$ cat src/prom_prog_map.svh
`ifndef PROM_PROG_MAP_SVH
`define PROM_PROG_MAP_SVH

// Register offsets (byte addresses on AXI4-Lite)
`define REG_CTRL        8'h00
`define REG_STATUS      8'h04
`define REG_WDATA       8'h08
`define REG_RDATA       8'h0C
`define REG_ADDR        8'h10
`define REG_TIMING      8'h14

// Control register fields
`define CTRL_START_BIT  0
`define CTRL_READ_BIT   1
`define CTRL_ABORT_BIT  2

// Status register fields
`define STAT_BUSY_BIT   0
`define STAT_DONE_BIT   1
`define STAT_ERR_BIT    2
`define STAT_SUPHI_BIT  3
`define STAT_RDV_BIT    4

// Mode codes on mode_select[3:0], bit 0 = first select pin
`define MODE_CLEAR      4'h5
`define MODE_WRITE      4'hE
`define MODE_VERIFY     4'hC
`define MODE_INHIBIT    4'hD
`define MODE_IDLE       4'h0

// Array geometry
`define LAST_ADDR       14'h3F7F
`define PULSES_PER_STEP 3'h4

// Timing in ns and derived cycles at 125 MHz
`define CLK_NS          8
`define SETTLE_NS       10000
`define WPULSE_NS       1000000
`define SETTLE_CYC      ((`SETTLE_NS + `CLK_NS - 1) / `CLK_NS)
`define WPULSE_CYC      (`WPULSE_NS / `CLK_NS)
`define HALF_CLK_CYC    32
`define MAX_TRIES       8'h19
`define RESP_OKAY       2'h0
`define RESP_SLVERR     2'h2

`endif

$ cat src/prom_prog_pkg.sv
package prom_prog_pkg;

    typedef enum logic [3:0] {
        S_IDLE    = 4'b0000,
        S_POWER5  = 4'b0001,
        S_CLR0    = 4'b0010,
        S_RAISE   = 4'b0011,
        S_INH0    = 4'b0100,
        S_WRITE   = 4'b0101,
        S_INH1    = 4'b0110,
        S_VERIFY  = 4'b0111,
        S_OVER    = 4'b1000,
        S_INH2    = 4'b1001,
        S_STEP    = 4'b1010,
        S_CLRF    = 4'b1011,
        S_LOWER   = 4'b1100,
        S_OFF     = 4'b1101
    } seq_t;

    // Pins driven toward the device
    typedef struct packed {
        logic [3:0] mode;
        logic       clk;
        logic       clk_inv;
        logic       sup5;
        logic       suphi;
    } pins_t;

    // One byte with its location
    typedef struct packed {
        logic [13:0] addr;
        logic [7:0]  data;
    } byte_t;

endpackage

$ cat src/prom_fifo.sv
`timescale 1ns/10ps
`include "prom_prog_map.svh"

// Flip-flop FIFO; ready on the filling side falls when full
module prom_fifo
#(
    parameter int WIDTH = 8,
    parameter int DEPTH = 8
)
(
    // Clock and reset
    input  wire logic             clk,
    input  wire logic             rst_b,
    // Fill side
    input  wire logic             in_valid,
    output logic                  in_ready,
    input  wire logic [WIDTH-1:0] in_data,
    // Drain side
    output logic                  out_valid,
    input  wire logic             out_ready,
    output logic      [WIDTH-1:0] out_data
);
    localparam int AW = $clog2(DEPTH);

    logic [WIDTH-1:0] mem_r [DEPTH];
    logic [AW-1:0]    wp_r, wp_nxt, rp_r, rp_nxt;
    logic [AW:0]      cnt_r, cnt_nxt;
    logic             push, pop;

    // Honest flags from the occupancy count
    assign in_ready  = (cnt_r != AW'(0) + (AW+1)'(DEPTH)) ;
    assign out_valid = (cnt_r != '0);
    assign out_data  = mem_r[rp_r];
    assign push      = in_valid && in_ready;
    assign pop       = out_valid && out_ready;

    // Pointer and count update
    always_comb
    begin
        wp_nxt  = push ? AW'(wp_r + 1'b1) : wp_r;
        rp_nxt  = pop ? AW'(rp_r + 1'b1) : rp_r;
        cnt_nxt = cnt_r;
        if (push && !pop)
            cnt_nxt = cnt_r + 1'b1;
        else if (pop && !push)
            cnt_nxt = cnt_r - 1'b1;
    end

    // Registers
    always_ff @(posedge clk or negedge rst_b)
    begin
        if (!rst_b)
        begin
            wp_r  <= '0;
            rp_r  <= '0;
            cnt_r <= '0;
        end
        else
        begin
            wp_r  <= wp_nxt;
            rp_r  <= rp_nxt;
            cnt_r <= cnt_nxt;
        end
    end

    // Storage, no reset needed on data
    always_ff @(posedge clk)
    begin
        if (push)
            mem_r[wp_r] <= in_data;
    end
endmodule

$ cat src/prom_prog_ctrl.sv
`timescale 1ns/10ps
`include "prom_prog_map.svh"

// Function
// - Four mode pins pick clear, write, verify or inhibit.
// - Four clock pulses advance the address by one.
// - Byte travels as low nibble and high nibble ports.
// - Inverted clock pin carries the inverse of the clock pin.
// - Before power-up unused pins low and clock pin held low.
// - 5 V, wait 10 us, clear, raise supplies, then inhibit.
// - Write mode pulse of 1 ms with byte on nibbles, then inhibit.
// - Verify after each write; on mismatch retry, counting attempts.
// - After X attempts apply X times 1 ms extra write, then inhibit.
// - Repeat write, verify, overprogram, advance up to last address.
// - Finish with clear mode, supplies to 5 V, then power off.
module prom_prog_ctrl
    import prom_prog_pkg::*;
#(
    parameter int SETTLE_CYC = `SETTLE_CYC,
    parameter int WPULSE_CYC = `WPULSE_CYC,
    parameter int FDEPTH     = 8
)
(
    // Clock and reset
    input  wire logic        CLK,
    input  wire logic        RST_B,
    // AXI4-Lite slave
    input  wire logic [7:0]  S_AXI_AWADDR,
    input  wire logic        S_AXI_AWVALID,
    output logic             S_AXI_AWREADY,
    input  wire logic [31:0] S_AXI_WDATA,
    input  wire logic [3:0]  S_AXI_WSTRB,
    input  wire logic        S_AXI_WVALID,
    output logic             S_AXI_WREADY,
    output logic [1:0]       S_AXI_BRESP,
    output logic             S_AXI_BVALID,
    input  wire logic        S_AXI_BREADY,
    input  wire logic [7:0]  S_AXI_ARADDR,
    input  wire logic        S_AXI_ARVALID,
    output logic             S_AXI_ARREADY,
    output logic [31:0]      S_AXI_RDATA,
    output logic [1:0]       S_AXI_RRESP,
    output logic             S_AXI_RVALID,
    input  wire logic        S_AXI_RREADY,
    // Supplies
    output logic             SUPPLY_ON,
    output logic             SUPPLY_HIGH,
    // Device pins
    output logic [3:0]       MODE_SELECT,
    output logic             PROG_CLOCK_IN,
    output logic             PROG_CLOCK_INV,
    output logic [3:0]       DATA_LOW_NIBBLE_O,
    output logic [3:0]       DATA_LOW_NIBBLE_OE,
    input  wire logic [3:0]  DATA_LOW_NIBBLE_I,
    output logic [3:0]       DATA_HIGH_NIBBLE_O,
    output logic [3:0]       DATA_HIGH_NIBBLE_OE,
    input  wire logic [3:0]  DATA_HIGH_NIBBLE_I
);
    seq_t        st_r, st_nxt;
    pins_t       pin_r, pin_nxt;
    logic [31:0] tmr_r, tmr_nxt;
    logic [13:0] addr_r, addr_nxt, last_r, last_nxt;
    logic [7:0]  tries_r, tries_nxt, over_r, over_nxt;
    logic [2:0]  pls_r, pls_nxt;
    logic [7:0]  cur_r, cur_nxt, rd_r, rd_nxt;
    logic        rdmode_r, rdmode_nxt, done_r, done_nxt;
    logic        err_r, err_nxt, rdv_r, rdv_nxt, drv_r, drv_nxt;
    logic        start_p, abort_p;
    logic [7:0]  sy1_r, sy2_r, sy3_r, din_r, din_nxt;
    // FIFO wires
    logic        f_ready, f_valid, f_pop;
    logic [7:0]  f_data;
    logic        f_push;
    // Bus state
    logic        aw_r, aw_nxt, w_r, w_nxt, bv_r, bv_nxt, rv_r, rv_nxt;
    logic [7:0]  awa_r, awa_nxt;
    logic [31:0] wd_r, wd_nxt, rdat_r, rdat_nxt;
    logic [1:0]  br_r, br_nxt, rr_r, rr_nxt;

    // Write data buffer: byte stream toward the array
    prom_fifo #(.WIDTH(8), .DEPTH(FDEPTH)) u_fifo
    (
        .clk       (CLK),
        .rst_b     (RST_B),
        .in_valid  (f_push),
        .in_ready  (f_ready),
        .in_data   (wd_r[7:0]),
        .out_valid (f_valid),
        .out_ready (f_pop),
        .out_data  (f_data)
    );

    // Bus channel handshakes; a full FIFO stalls data writes
    assign S_AXI_AWREADY = !aw_r && !bv_r;
    assign S_AXI_WREADY  = !w_r && !bv_r;
    assign S_AXI_ARREADY = !rv_r;
    assign S_AXI_BVALID  = bv_r;
    assign S_AXI_BRESP   = br_r;
    assign S_AXI_RVALID  = rv_r;
    assign S_AXI_RRESP   = rr_r;
    assign S_AXI_RDATA   = rdat_r;
    wire wr_go = aw_r && w_r && !bv_r
                 && (awa_r != `REG_WDATA || f_ready);
    assign f_push  = wr_go && awa_r == `REG_WDATA && wd_r[31] == 1'b0;
    assign start_p = wr_go && awa_r == `REG_CTRL && wd_r[`CTRL_START_BIT];
    assign abort_p = wr_go && awa_r == `REG_CTRL && wd_r[`CTRL_ABORT_BIT];

    // Bus slave next state; last address and mode held in registers
    always_comb
    begin
        aw_nxt   = aw_r;
        w_nxt    = w_r;
        awa_nxt  = awa_r;
        wd_nxt   = wd_r;
        bv_nxt   = bv_r && !S_AXI_BREADY;
        br_nxt   = br_r;
        rv_nxt   = rv_r && !S_AXI_RREADY;
        rr_nxt   = rr_r;
        rdat_nxt = rdat_r;
        last_nxt = last_r;
        rdmode_nxt = rdmode_r;
        if (S_AXI_AWVALID && S_AXI_AWREADY)
        begin
            aw_nxt  = 1'b1;
            awa_nxt = S_AXI_AWADDR;
        end
        if (S_AXI_WVALID && S_AXI_WREADY)
        begin
            w_nxt  = 1'b1;
            wd_nxt = S_AXI_WDATA;
        end
        if (wr_go)
        begin
            aw_nxt = 1'b0;
            w_nxt  = 1'b0;
            bv_nxt = 1'b1;
            br_nxt = `RESP_OKAY;
            unique case (awa_r)
                `REG_CTRL:
                    if (st_r == S_IDLE)
                        rdmode_nxt = wd_r[`CTRL_READ_BIT];
                `REG_WDATA: ;
                `REG_ADDR:
                    last_nxt = (wd_r[13:0] > `LAST_ADDR) ? `LAST_ADDR
                                                        : wd_r[13:0];
                default: br_nxt = `RESP_SLVERR;
            endcase
        end
        if (S_AXI_ARVALID && S_AXI_ARREADY)
        begin
            rv_nxt   = 1'b1;
            rr_nxt   = `RESP_OKAY;
            rdat_nxt = 32'h0000_0000;
            unique case (S_AXI_ARADDR)
                `REG_CTRL:   rdat_nxt[1] = rdmode_r;
                `REG_STATUS: rdat_nxt[4:0] = {rdv_r, pin_r.suphi, err_r,
                                             done_r, st_r != S_IDLE};
                `REG_RDATA:  rdat_nxt[7:0] = rd_r;
                `REG_ADDR:   rdat_nxt = {2'h0, addr_r, 2'h0, last_r};
                `REG_TIMING: rdat_nxt = {tries_r, 24'h00_0000};
                default:     rr_nxt = `RESP_SLVERR;
            endcase
        end
    end

    // Data input: three-stage sync, accept when stages two and three agree
    always_comb
    begin
        din_nxt = (sy2_r == sy3_r) ? sy3_r : din_r;
    end

    // Programming sequence next state
    always_comb
    begin
        st_nxt    = st_r;
        pin_nxt   = pin_r;
        tmr_nxt   = (tmr_r != 32'h0) ? tmr_r - 1'b1 : tmr_r;
        addr_nxt  = addr_r;
        tries_nxt = tries_r;
        over_nxt  = over_r;
        pls_nxt   = pls_r;
        cur_nxt   = cur_r;
        rd_nxt    = rd_r;
        done_nxt  = done_r && !start_p;
        err_nxt   = err_r && !start_p;
        rdv_nxt   = rdv_r && !(S_AXI_ARVALID && S_AXI_ARREADY
                               && S_AXI_ARADDR == `REG_RDATA);
        drv_nxt   = 1'b0;
        f_pop     = 1'b0;
        pin_nxt.clk_inv = !pin_nxt.clk;
        unique case (st_r)
            S_IDLE:
                if (start_p)
                begin
                    pin_nxt.clk  = 1'b0;
                    pin_nxt.sup5 = 1'b1;
                    pin_nxt.mode = `MODE_IDLE;
                    tmr_nxt      = 32'(SETTLE_CYC);
                    st_nxt       = S_POWER5;
                end
            S_POWER5:
                if (tmr_r == 32'h0)
                begin
                    // clear after the 10 us wait
                    // clear mode zeroes the device counter
                    pin_nxt.mode = `MODE_CLEAR;
                    addr_nxt     = 14'h0000;
                    tmr_nxt      = 32'(`HALF_CLK_CYC);
                    st_nxt       = S_RAISE;
                end
            S_RAISE:
                if (tmr_r == 32'h0)
                begin
                    // raise to 6 V and 12.5 V
                    pin_nxt.suphi = 1'b1;
                    tmr_nxt       = 32'(SETTLE_CYC);
                    st_nxt        = S_INH0;
                end
            S_INH0:
                if (tmr_r == 32'h0)
                begin
                    pin_nxt.mode = `MODE_INHIBIT;
                    tries_nxt    = 8'h00;
                    tmr_nxt      = 32'(`HALF_CLK_CYC);
                    st_nxt       = rdmode_r ? S_INH1 : S_WRITE;
                end
            S_WRITE:
                begin
                    // 1 ms write pulse with byte on nibbles
                    drv_nxt = 1'b1;
                    if (pin_r.mode != `MODE_WRITE)
                    begin
                        if (tmr_r == 32'h0 && (f_valid || tries_r != 0))
                        begin
                            if (tries_r == 8'h00)
                            begin
                                cur_nxt = f_data;
                                f_pop   = 1'b1;
                            end
                            // Timer counts through zero: load one less
                            pin_nxt.mode = `MODE_WRITE;
                            tmr_nxt      = 32'(WPULSE_CYC - 1);
                            tries_nxt    = tries_r + 1'b1;
                        end
                        drv_nxt = f_valid || tries_r != 0;
                    end
                    else if (tmr_r == 32'h0)
                    begin
                        pin_nxt.mode = `MODE_INHIBIT;
                        tmr_nxt      = 32'(`HALF_CLK_CYC);
                        st_nxt       = S_INH1;
                    end
                end
            S_INH1:
                if (tmr_r == 32'h0)
                begin
                    pin_nxt.mode = `MODE_VERIFY;
                    tmr_nxt      = 32'(`HALF_CLK_CYC);
                    st_nxt       = S_VERIFY;
                end
            S_VERIFY:
                if (tmr_r == 32'h0)
                begin
                    if (rdmode_r)
                    begin
                        rd_nxt  = din_r;
                        rdv_nxt = 1'b1;
                        st_nxt  = S_STEP;
                    end
                    else if (din_r != cur_r)
                    begin
                        if (tries_r == `MAX_TRIES)
                        begin
                            err_nxt = 1'b1;
                            st_nxt  = S_CLRF;
                        end
                        else
                        begin
                            pin_nxt.mode = `MODE_INHIBIT;
                            st_nxt       = S_WRITE;
                        end
                    end
                    else
                    begin
                        // overprogram X times 1 ms
                        // Drive the byte from the first extra write cycle
                        over_nxt     = tries_r;
                        drv_nxt      = 1'b1;
                        pin_nxt.mode = `MODE_WRITE;
                        tmr_nxt      = 32'(WPULSE_CYC - 1);
                        st_nxt       = S_OVER;
                    end
                end
            S_OVER:
                begin
                    drv_nxt = 1'b1;
                    if (tmr_r == 32'h0)
                    begin
                        if (over_r > 8'h01)
                        begin
                            over_nxt = over_r - 1'b1;
                            tmr_nxt  = 32'(WPULSE_CYC - 1);
                        end
                        else
                        begin
                            pin_nxt.mode = `MODE_INHIBIT;
                            tmr_nxt      = 32'(`HALF_CLK_CYC);
                            st_nxt       = S_INH2;
                        end
                    end
                end
            S_INH2:
                if (tmr_r == 32'h0)
                    st_nxt = S_STEP;
            S_STEP:
                if (tmr_r == 32'h0)
                begin
                    // four clock pulses per address step
                    tmr_nxt     = 32'(`HALF_CLK_CYC);
                    pin_nxt.clk = !pin_r.clk;
                    pin_nxt.clk_inv = pin_r.clk;
                    if (pin_r.clk)
                    begin
                        pls_nxt = pls_r + 1'b1;
                        if (pls_r == `PULSES_PER_STEP - 3'h1)
                        begin
                            pls_nxt   = 3'h0;
                            addr_nxt  = addr_r + 1'b1;
                            tries_nxt = 8'h00;
                            if (addr_r == last_r)
                                st_nxt = S_CLRF;
                            else
                                st_nxt = rdmode_r ? S_VERIFY : S_WRITE;
                            if (rdmode_r)
                                pin_nxt.mode = `MODE_VERIFY;
                        end
                    end
                end
            S_CLRF:
                begin
                    pin_nxt.mode = `MODE_CLEAR;
                    tmr_nxt      = 32'(`HALF_CLK_CYC);
                    st_nxt       = S_LOWER;
                end
            S_LOWER:
                if (tmr_r == 32'h0)
                begin
                    pin_nxt.suphi = 1'b0;
                    tmr_nxt       = 32'(SETTLE_CYC);
                    st_nxt        = S_OFF;
                end
            S_OFF:
                if (tmr_r == 32'h0)
                begin
                    pin_nxt  = '{mode: `MODE_IDLE, clk: 1'b0, clk_inv: 1'b1,
                                 sup5: 1'b0, suphi: 1'b0};
                    done_nxt = 1'b1;
                    st_nxt   = S_IDLE;
                end
            default: st_nxt = S_IDLE;
        endcase
        // Abort goes through the orderly power-down
        if (abort_p && st_r != S_IDLE && st_r != S_CLRF
            && st_r != S_LOWER && st_r != S_OFF)
        begin
            err_nxt = 1'b1;
            st_nxt  = S_CLRF;
        end
    end

    // Pin outputs come from flip-flops
    assign MODE_SELECT         = pin_r.mode;
    assign PROG_CLOCK_IN       = pin_r.clk;
    assign PROG_CLOCK_INV      = pin_r.clk_inv;
    assign SUPPLY_ON           = pin_r.sup5;
    assign SUPPLY_HIGH         = pin_r.suphi;
    assign DATA_LOW_NIBBLE_O   = cur_r[3:0];
    assign DATA_HIGH_NIBBLE_O  = cur_r[7:4];
    assign DATA_LOW_NIBBLE_OE  = {4{drv_r}};
    assign DATA_HIGH_NIBBLE_OE = {4{drv_r}};

    // All registers
    always_ff @(posedge CLK or negedge RST_B)
    begin
        if (!RST_B)
        begin
            st_r <= S_IDLE;
            pin_r <= '{mode: `MODE_IDLE, clk: 1'b0, clk_inv: 1'b1,
                       sup5: 1'b0, suphi: 1'b0};
            tmr_r <= 32'h0;  addr_r <= 14'h0;  last_r <= `LAST_ADDR;
            tries_r <= 8'h0; over_r <= 8'h0;   pls_r <= 3'h0;
            cur_r <= 8'h0;   rd_r <= 8'h0;     rdmode_r <= 1'b0;
            done_r <= 1'b0;  err_r <= 1'b0;    rdv_r <= 1'b0;
            drv_r <= 1'b0;   sy1_r <= 8'h0;    sy2_r <= 8'h0;
            sy3_r <= 8'h0;   din_r <= 8'h0;    aw_r <= 1'b0;
            w_r <= 1'b0;     bv_r <= 1'b0;     rv_r <= 1'b0;
            awa_r <= 8'h0;   wd_r <= 32'h0;    rdat_r <= 32'h0;
            br_r <= 2'h0;    rr_r <= 2'h0;
        end
        else
        begin
            st_r <= st_nxt;  pin_r <= pin_nxt; tmr_r <= tmr_nxt;
            addr_r <= addr_nxt; last_r <= last_nxt;
            tries_r <= tries_nxt; over_r <= over_nxt; pls_r <= pls_nxt;
            cur_r <= cur_nxt; rd_r <= rd_nxt;  rdmode_r <= rdmode_nxt;
            done_r <= done_nxt; err_r <= err_nxt; rdv_r <= rdv_nxt;
            drv_r <= drv_nxt;
            sy1_r <= {DATA_HIGH_NIBBLE_I, DATA_LOW_NIBBLE_I};
            sy2_r <= sy1_r;  sy3_r <= sy2_r;   din_r <= din_nxt;
            aw_r <= aw_nxt;  w_r <= w_nxt;     bv_r <= bv_nxt;
            rv_r <= rv_nxt;  awa_r <= awa_nxt; wd_r <= wd_nxt;
            rdat_r <= rdat_nxt; br_r <= br_nxt; rr_r <= rr_nxt;
        end
    end
endmodule

$ cat config.mk
export PLATFORM = sky130hd
export DESIGN_NAME = prom_prog_ctrl
export DESIGN_NICKNAME = d
export VERILOG_FILES = /design/src/prom_prog_pkg.sv /design/src/prom_fifo.sv /design/src/prom_prog_ctrl.sv
export VERILOG_INCLUDE_DIRS = /design/src
export SDC_FILE = /design/constraint.sdc
export NUM_CORES = 1
export LEC_CHECK = 0
export CORE_MARGIN = 1.5
export CORE_UTILIZATION = 55
export DETAILED_ROUTE_END_ITERATION = 12
export DONT_BUFFER_PORTS = 1
export GPL_TIMING_DRIVEN = 0
export PLACE_DENSITY = 0.83
export SLEW_MARGIN = 15
export SYNTH_ARGS = -nofsm -noshare
export SYNTH_HDL_FRONTEND = slang
export SYNTH_SLANG_ARGS = --single-unit
$ cat constraint.sdc
create_clock -name CLK -period 3.9 [get_ports CLK]
set_input_delay 0.39 -clock CLK [delete_from_list [all_inputs] [get_ports CLK]]
set_output_delay 0.39 -clock CLK [all_outputs]
set_load 0.02 [all_outputs]
==> impl_metrics.toml <==
[status]
status = "finished, violations left"
failed_checks = "hold timing"

[power_and_ir_drop]
p_per_area_mw_per_mm2 = 679.7
p_leak_uw = 0.006199
ir_drop_v = 0.0004225
p_seq_share_pct = 41.3
comb_power_share_pct = 31.5
p_int_uw = 6385
p_clk_share_pct = 27.2
swShare_pct = 36.64
power.switching_uw = 3693

[cts]
clkLatencyLatePin_ns = 0.57
clock_sinks = 277
htree_levels = 1
clockBufferDepth = 3
cts_tree = "yes"
clk_pin_slew_ns = 0.07
postCtsHoldBufs = 33
cts_buffers = 28
cts_root_buf = "clkbuf_16"

[finish]
layout_common_cells = "dfrtp_1, nand2_1, nor2_1"
final_common_cell = "dfrtp_1"
nFillCells = 1801
antenna_cells = 0
drive_above_1_share_pct = 13.76
syn_to_final_growth_pct = 13.69
final_core_util_pct = 63.36
finish.instance_area_mm2 = 0.01483
multi_input_area_mm2 = 0.005444
regArea_mm2 = 0.007269
nets = 1349

[drt]
wl_per_cell_um = 20.02
drt_iter0_drc = 699
drt-total-wl_um = 32130
dr_total_vias = 9606
drc = 0
antenna_left = 0
drt-pass1-iter-count = 7
vias_per_cell = 5.985

[min_path]
hold_class = "in -> async"

[logic_synthesis]
synth_ff_type = "dfrtp_1"
async_reset_ff_share_pct = 76.90
synth_cells = 1192
syn-cell-area_mm2 = 0.01304
ys.warnings.count = 0
synth.distinct_cells = 78
yosysSeqAreaShare_pct = 55.74
syn_avg_cell_area_um2 = 10.94
synth_edf_count = 64
synth_seq_cells = 277

[sta]
hold_viol_final = 213
fin_crit_sh_pct = 96.23
drv_slew = 0
period_needed_ns = 3.753
relSlewSlack_pct = 23.25
timing.hold.ws_ns = -0.4740
finalSetupViolCount = 0
max_freq_mhz = 266.5
worst_pin_slew_ns = 1.149
fin_skew_ns = 0.01851

[global_routing]
grt_usage_pct = 26.36
grt_pass1_vias = 9516
grt_pass1_wl_um = 50510
grt_max_degree = 214
antenna_found_initial = 0
overflow = 0

[setup_path]
required_ns = 4.35
crit_arrival_ns = 4.20
crit_type = "reg -> reg"
endpoint_kind = "register"
path_max_fanout = 10
start_kind = "register"

[floorplanning]
dieArea_mm2 = 0.02465
die_h_um = 157.0
rows = 56
core_mm2 = 0.02340
start_util_pct = 55.73
io_pins = 132
die_w_um = 157.0

[placed_design]
hpwlAfterDp_um = 22230
finalWeightedCongestion = 0.9676
io_buffers = 0
dpl_cell_area_mm2 = 0.01346

[flow_run]
drv_cap = 0
## logic make-up after synthesis
logic type	share of synthesized area, %
XOR/XNOR	5.171
buffers and inverters	3.012
other	0.02875
multiplexers	8.106
adder cells (fa/ha/maj)	1.784
flip-flops	55.74
AO/OA/AOI/OAI	8.989
AND/OR/NAND/NOR	17.17
## power groups by stage
| stage | Sequential [uW] | Clock (uW) | Combinational [uW] |
|---|---|---|---|
| 3_3_place_gp | 4160 | 0 | 2920 |
| 5_1_grt | 4230 | 2880 | 3450 |
| 4_1_cts | 4140 | 2770 | 3070 |
| 6_report | 4160 | 2740 | 3170 |
| 2_1_floorplan | 3990 | 0 | 2320 |
| 3_5_place_dp | 4190 | 0 | 2990 |
## critical path, stage by stage (launching register included)
cell and delay (ns):
dfrtp_1 0.41, or4_4 0.57, or2_4 0.27, buf_6 0.14, or4_4 0.59, inv_2 0.12, buf_6 0.10, nand2_2 0.06
nor2_4 0.14, nand2_1 0.08, ha_2 0.21, inv_2 0.07, ha_1 0.23, a21o_1 0.17, a21oi_2 0.14, xnor2_1 0.14
nor2_1 0.07, xor2_1 0.13
## worst paths after layout
kind | end | from | slack (ns) | depth (start not counted)
max | u_fifo.cnt_r[3] | tmr_r[5] | 0.15 | 17
min | tmr_r[10] | RST_B | -0.47 | 0
max reg2reg | u_fifo.cnt_r[3] | tmr_r[5] | 0.15 | 17
min reg2reg | sy2_r[3] | sy1_r[3] | 0.35 | 0
max in group asynchronous | last_r[13] | RST_B | 4.13 | 0
min in group CLK | S_AXI_RRESP[1] | S_AXI_ARADDR[5] | 0.15 | 2
## layer usage
layer | global-route usage, % | vias up | part of all wire, %
met3 | 4.928 | 89 | 7.5
met5 | 0 | - | 0
met4 | 11.20 | 0 | 3.6
met2 | 43.49 | 381 | 48
li1 | - | 4397 | -
met1 | 34.27 | 4739 | 40
## state kept, by name, indices dropped and copies added, names as in the netlist, 3 cells and up
register / flops
u_fifo.mem_r: 64
tmr_r: 32
S_AXI_RDATA: 30
wd_r: 15
addr_r: 14
last_r: 14
awa_r: 8
cur_r: 8
din_r: 8
over_r: 8
rd_r: 8
sy1_r: 8
sy2_r: 8
sy3_r: 8
tries_r: 8
MODE_SELECT: 4
st_r: 4
u_fifo.cnt_r: 4
pls_r: 3
u_fifo.rp_r: 3
u_fifo.wp_r: 3
## timing repair
item | CTS | global route
resized for setup | 7 | 4
hold endpoints to repair | 246 | 213
buffers inserted | 3 | 3
setup endpoints to repair | 3 | 1
pin swaps | 1 | 4
gates cloned | 0 | 0
## synth_stat cells (11+ instances only)
| library cell | number | area (um^2) |
|---|---|---|
| buf_4 | 12 | 90.09 |
| nand4_1 | 19 | 118.9 |
| dfrtp_1 | 199 | 4980 |
| dfstp_2 | 14 | 367.9 |
| edfxtp_1 | 64 | 1922 |
| clkbuf_1 | 42 | 157.7 |
| nand3_1 | 44 | 220.2 |
| mux2_2 | 53 | 596.8 |
| o21ai_0 | 65 | 325.3 |
| nand2_1 | 136 | 510.5 |
| nor3_1 | 37 | 185.2 |
| nor4_1 | 19 | 118.9 |
| ha_1 | 17 | 212.7 |
| nor2_1 | 128 | 480.5 |
| nand2b_1 | 13 | 81.33 |
| a21oi_1 | 45 | 225.2 |
| xor2_1 | 28 | 245.2 |
| a221oi_1 | 11 | 96.34 |
| mux4_2 | 16 | 360.4 |
| inv_1 | 21 | 78.83 |
| or3_1 | 13 | 81.33 |
| a31oi_1 | 11 | 68.82 |
| xnor2_1 | 49 | 429.2 |
## metrics by stage
stage | power [uW] | cells | hold slack (ns) | worst slack [ns] | setup TNS (ns)
finish | 10080 | 1605 | -0.4740 | 0.1472 | 0
global route | 10560 | 1605 | -0.4925 | -0.004923 | -0.004923
CTS | 9983 | 1603 | -0.4846 | 0.02249 | 0
detailed placement | 7184 | 1515 | 0.1015 | -0.4954 | -0.7577
global placement | 7079 | 1514 | 0.1018 | -0.4085 | -4.147
floorplan | 6317 | 1195 | 0.09441 | 0.06567 | 0
## area by class of cell
type | count | share of cell area (%)
clock inverter | 16 | 1.392
multi-input combinational | 831 | 36.71
sequential | 277 | 49.03
timing repair buffer | 40 | 2.565
buffer | 65 | 2.084
clock buffer | 36 | 4.995
inverter | 21 | 0.5316
tap | 319 | 2.692
Note: power is estimated with default switching activity, not from simulation.
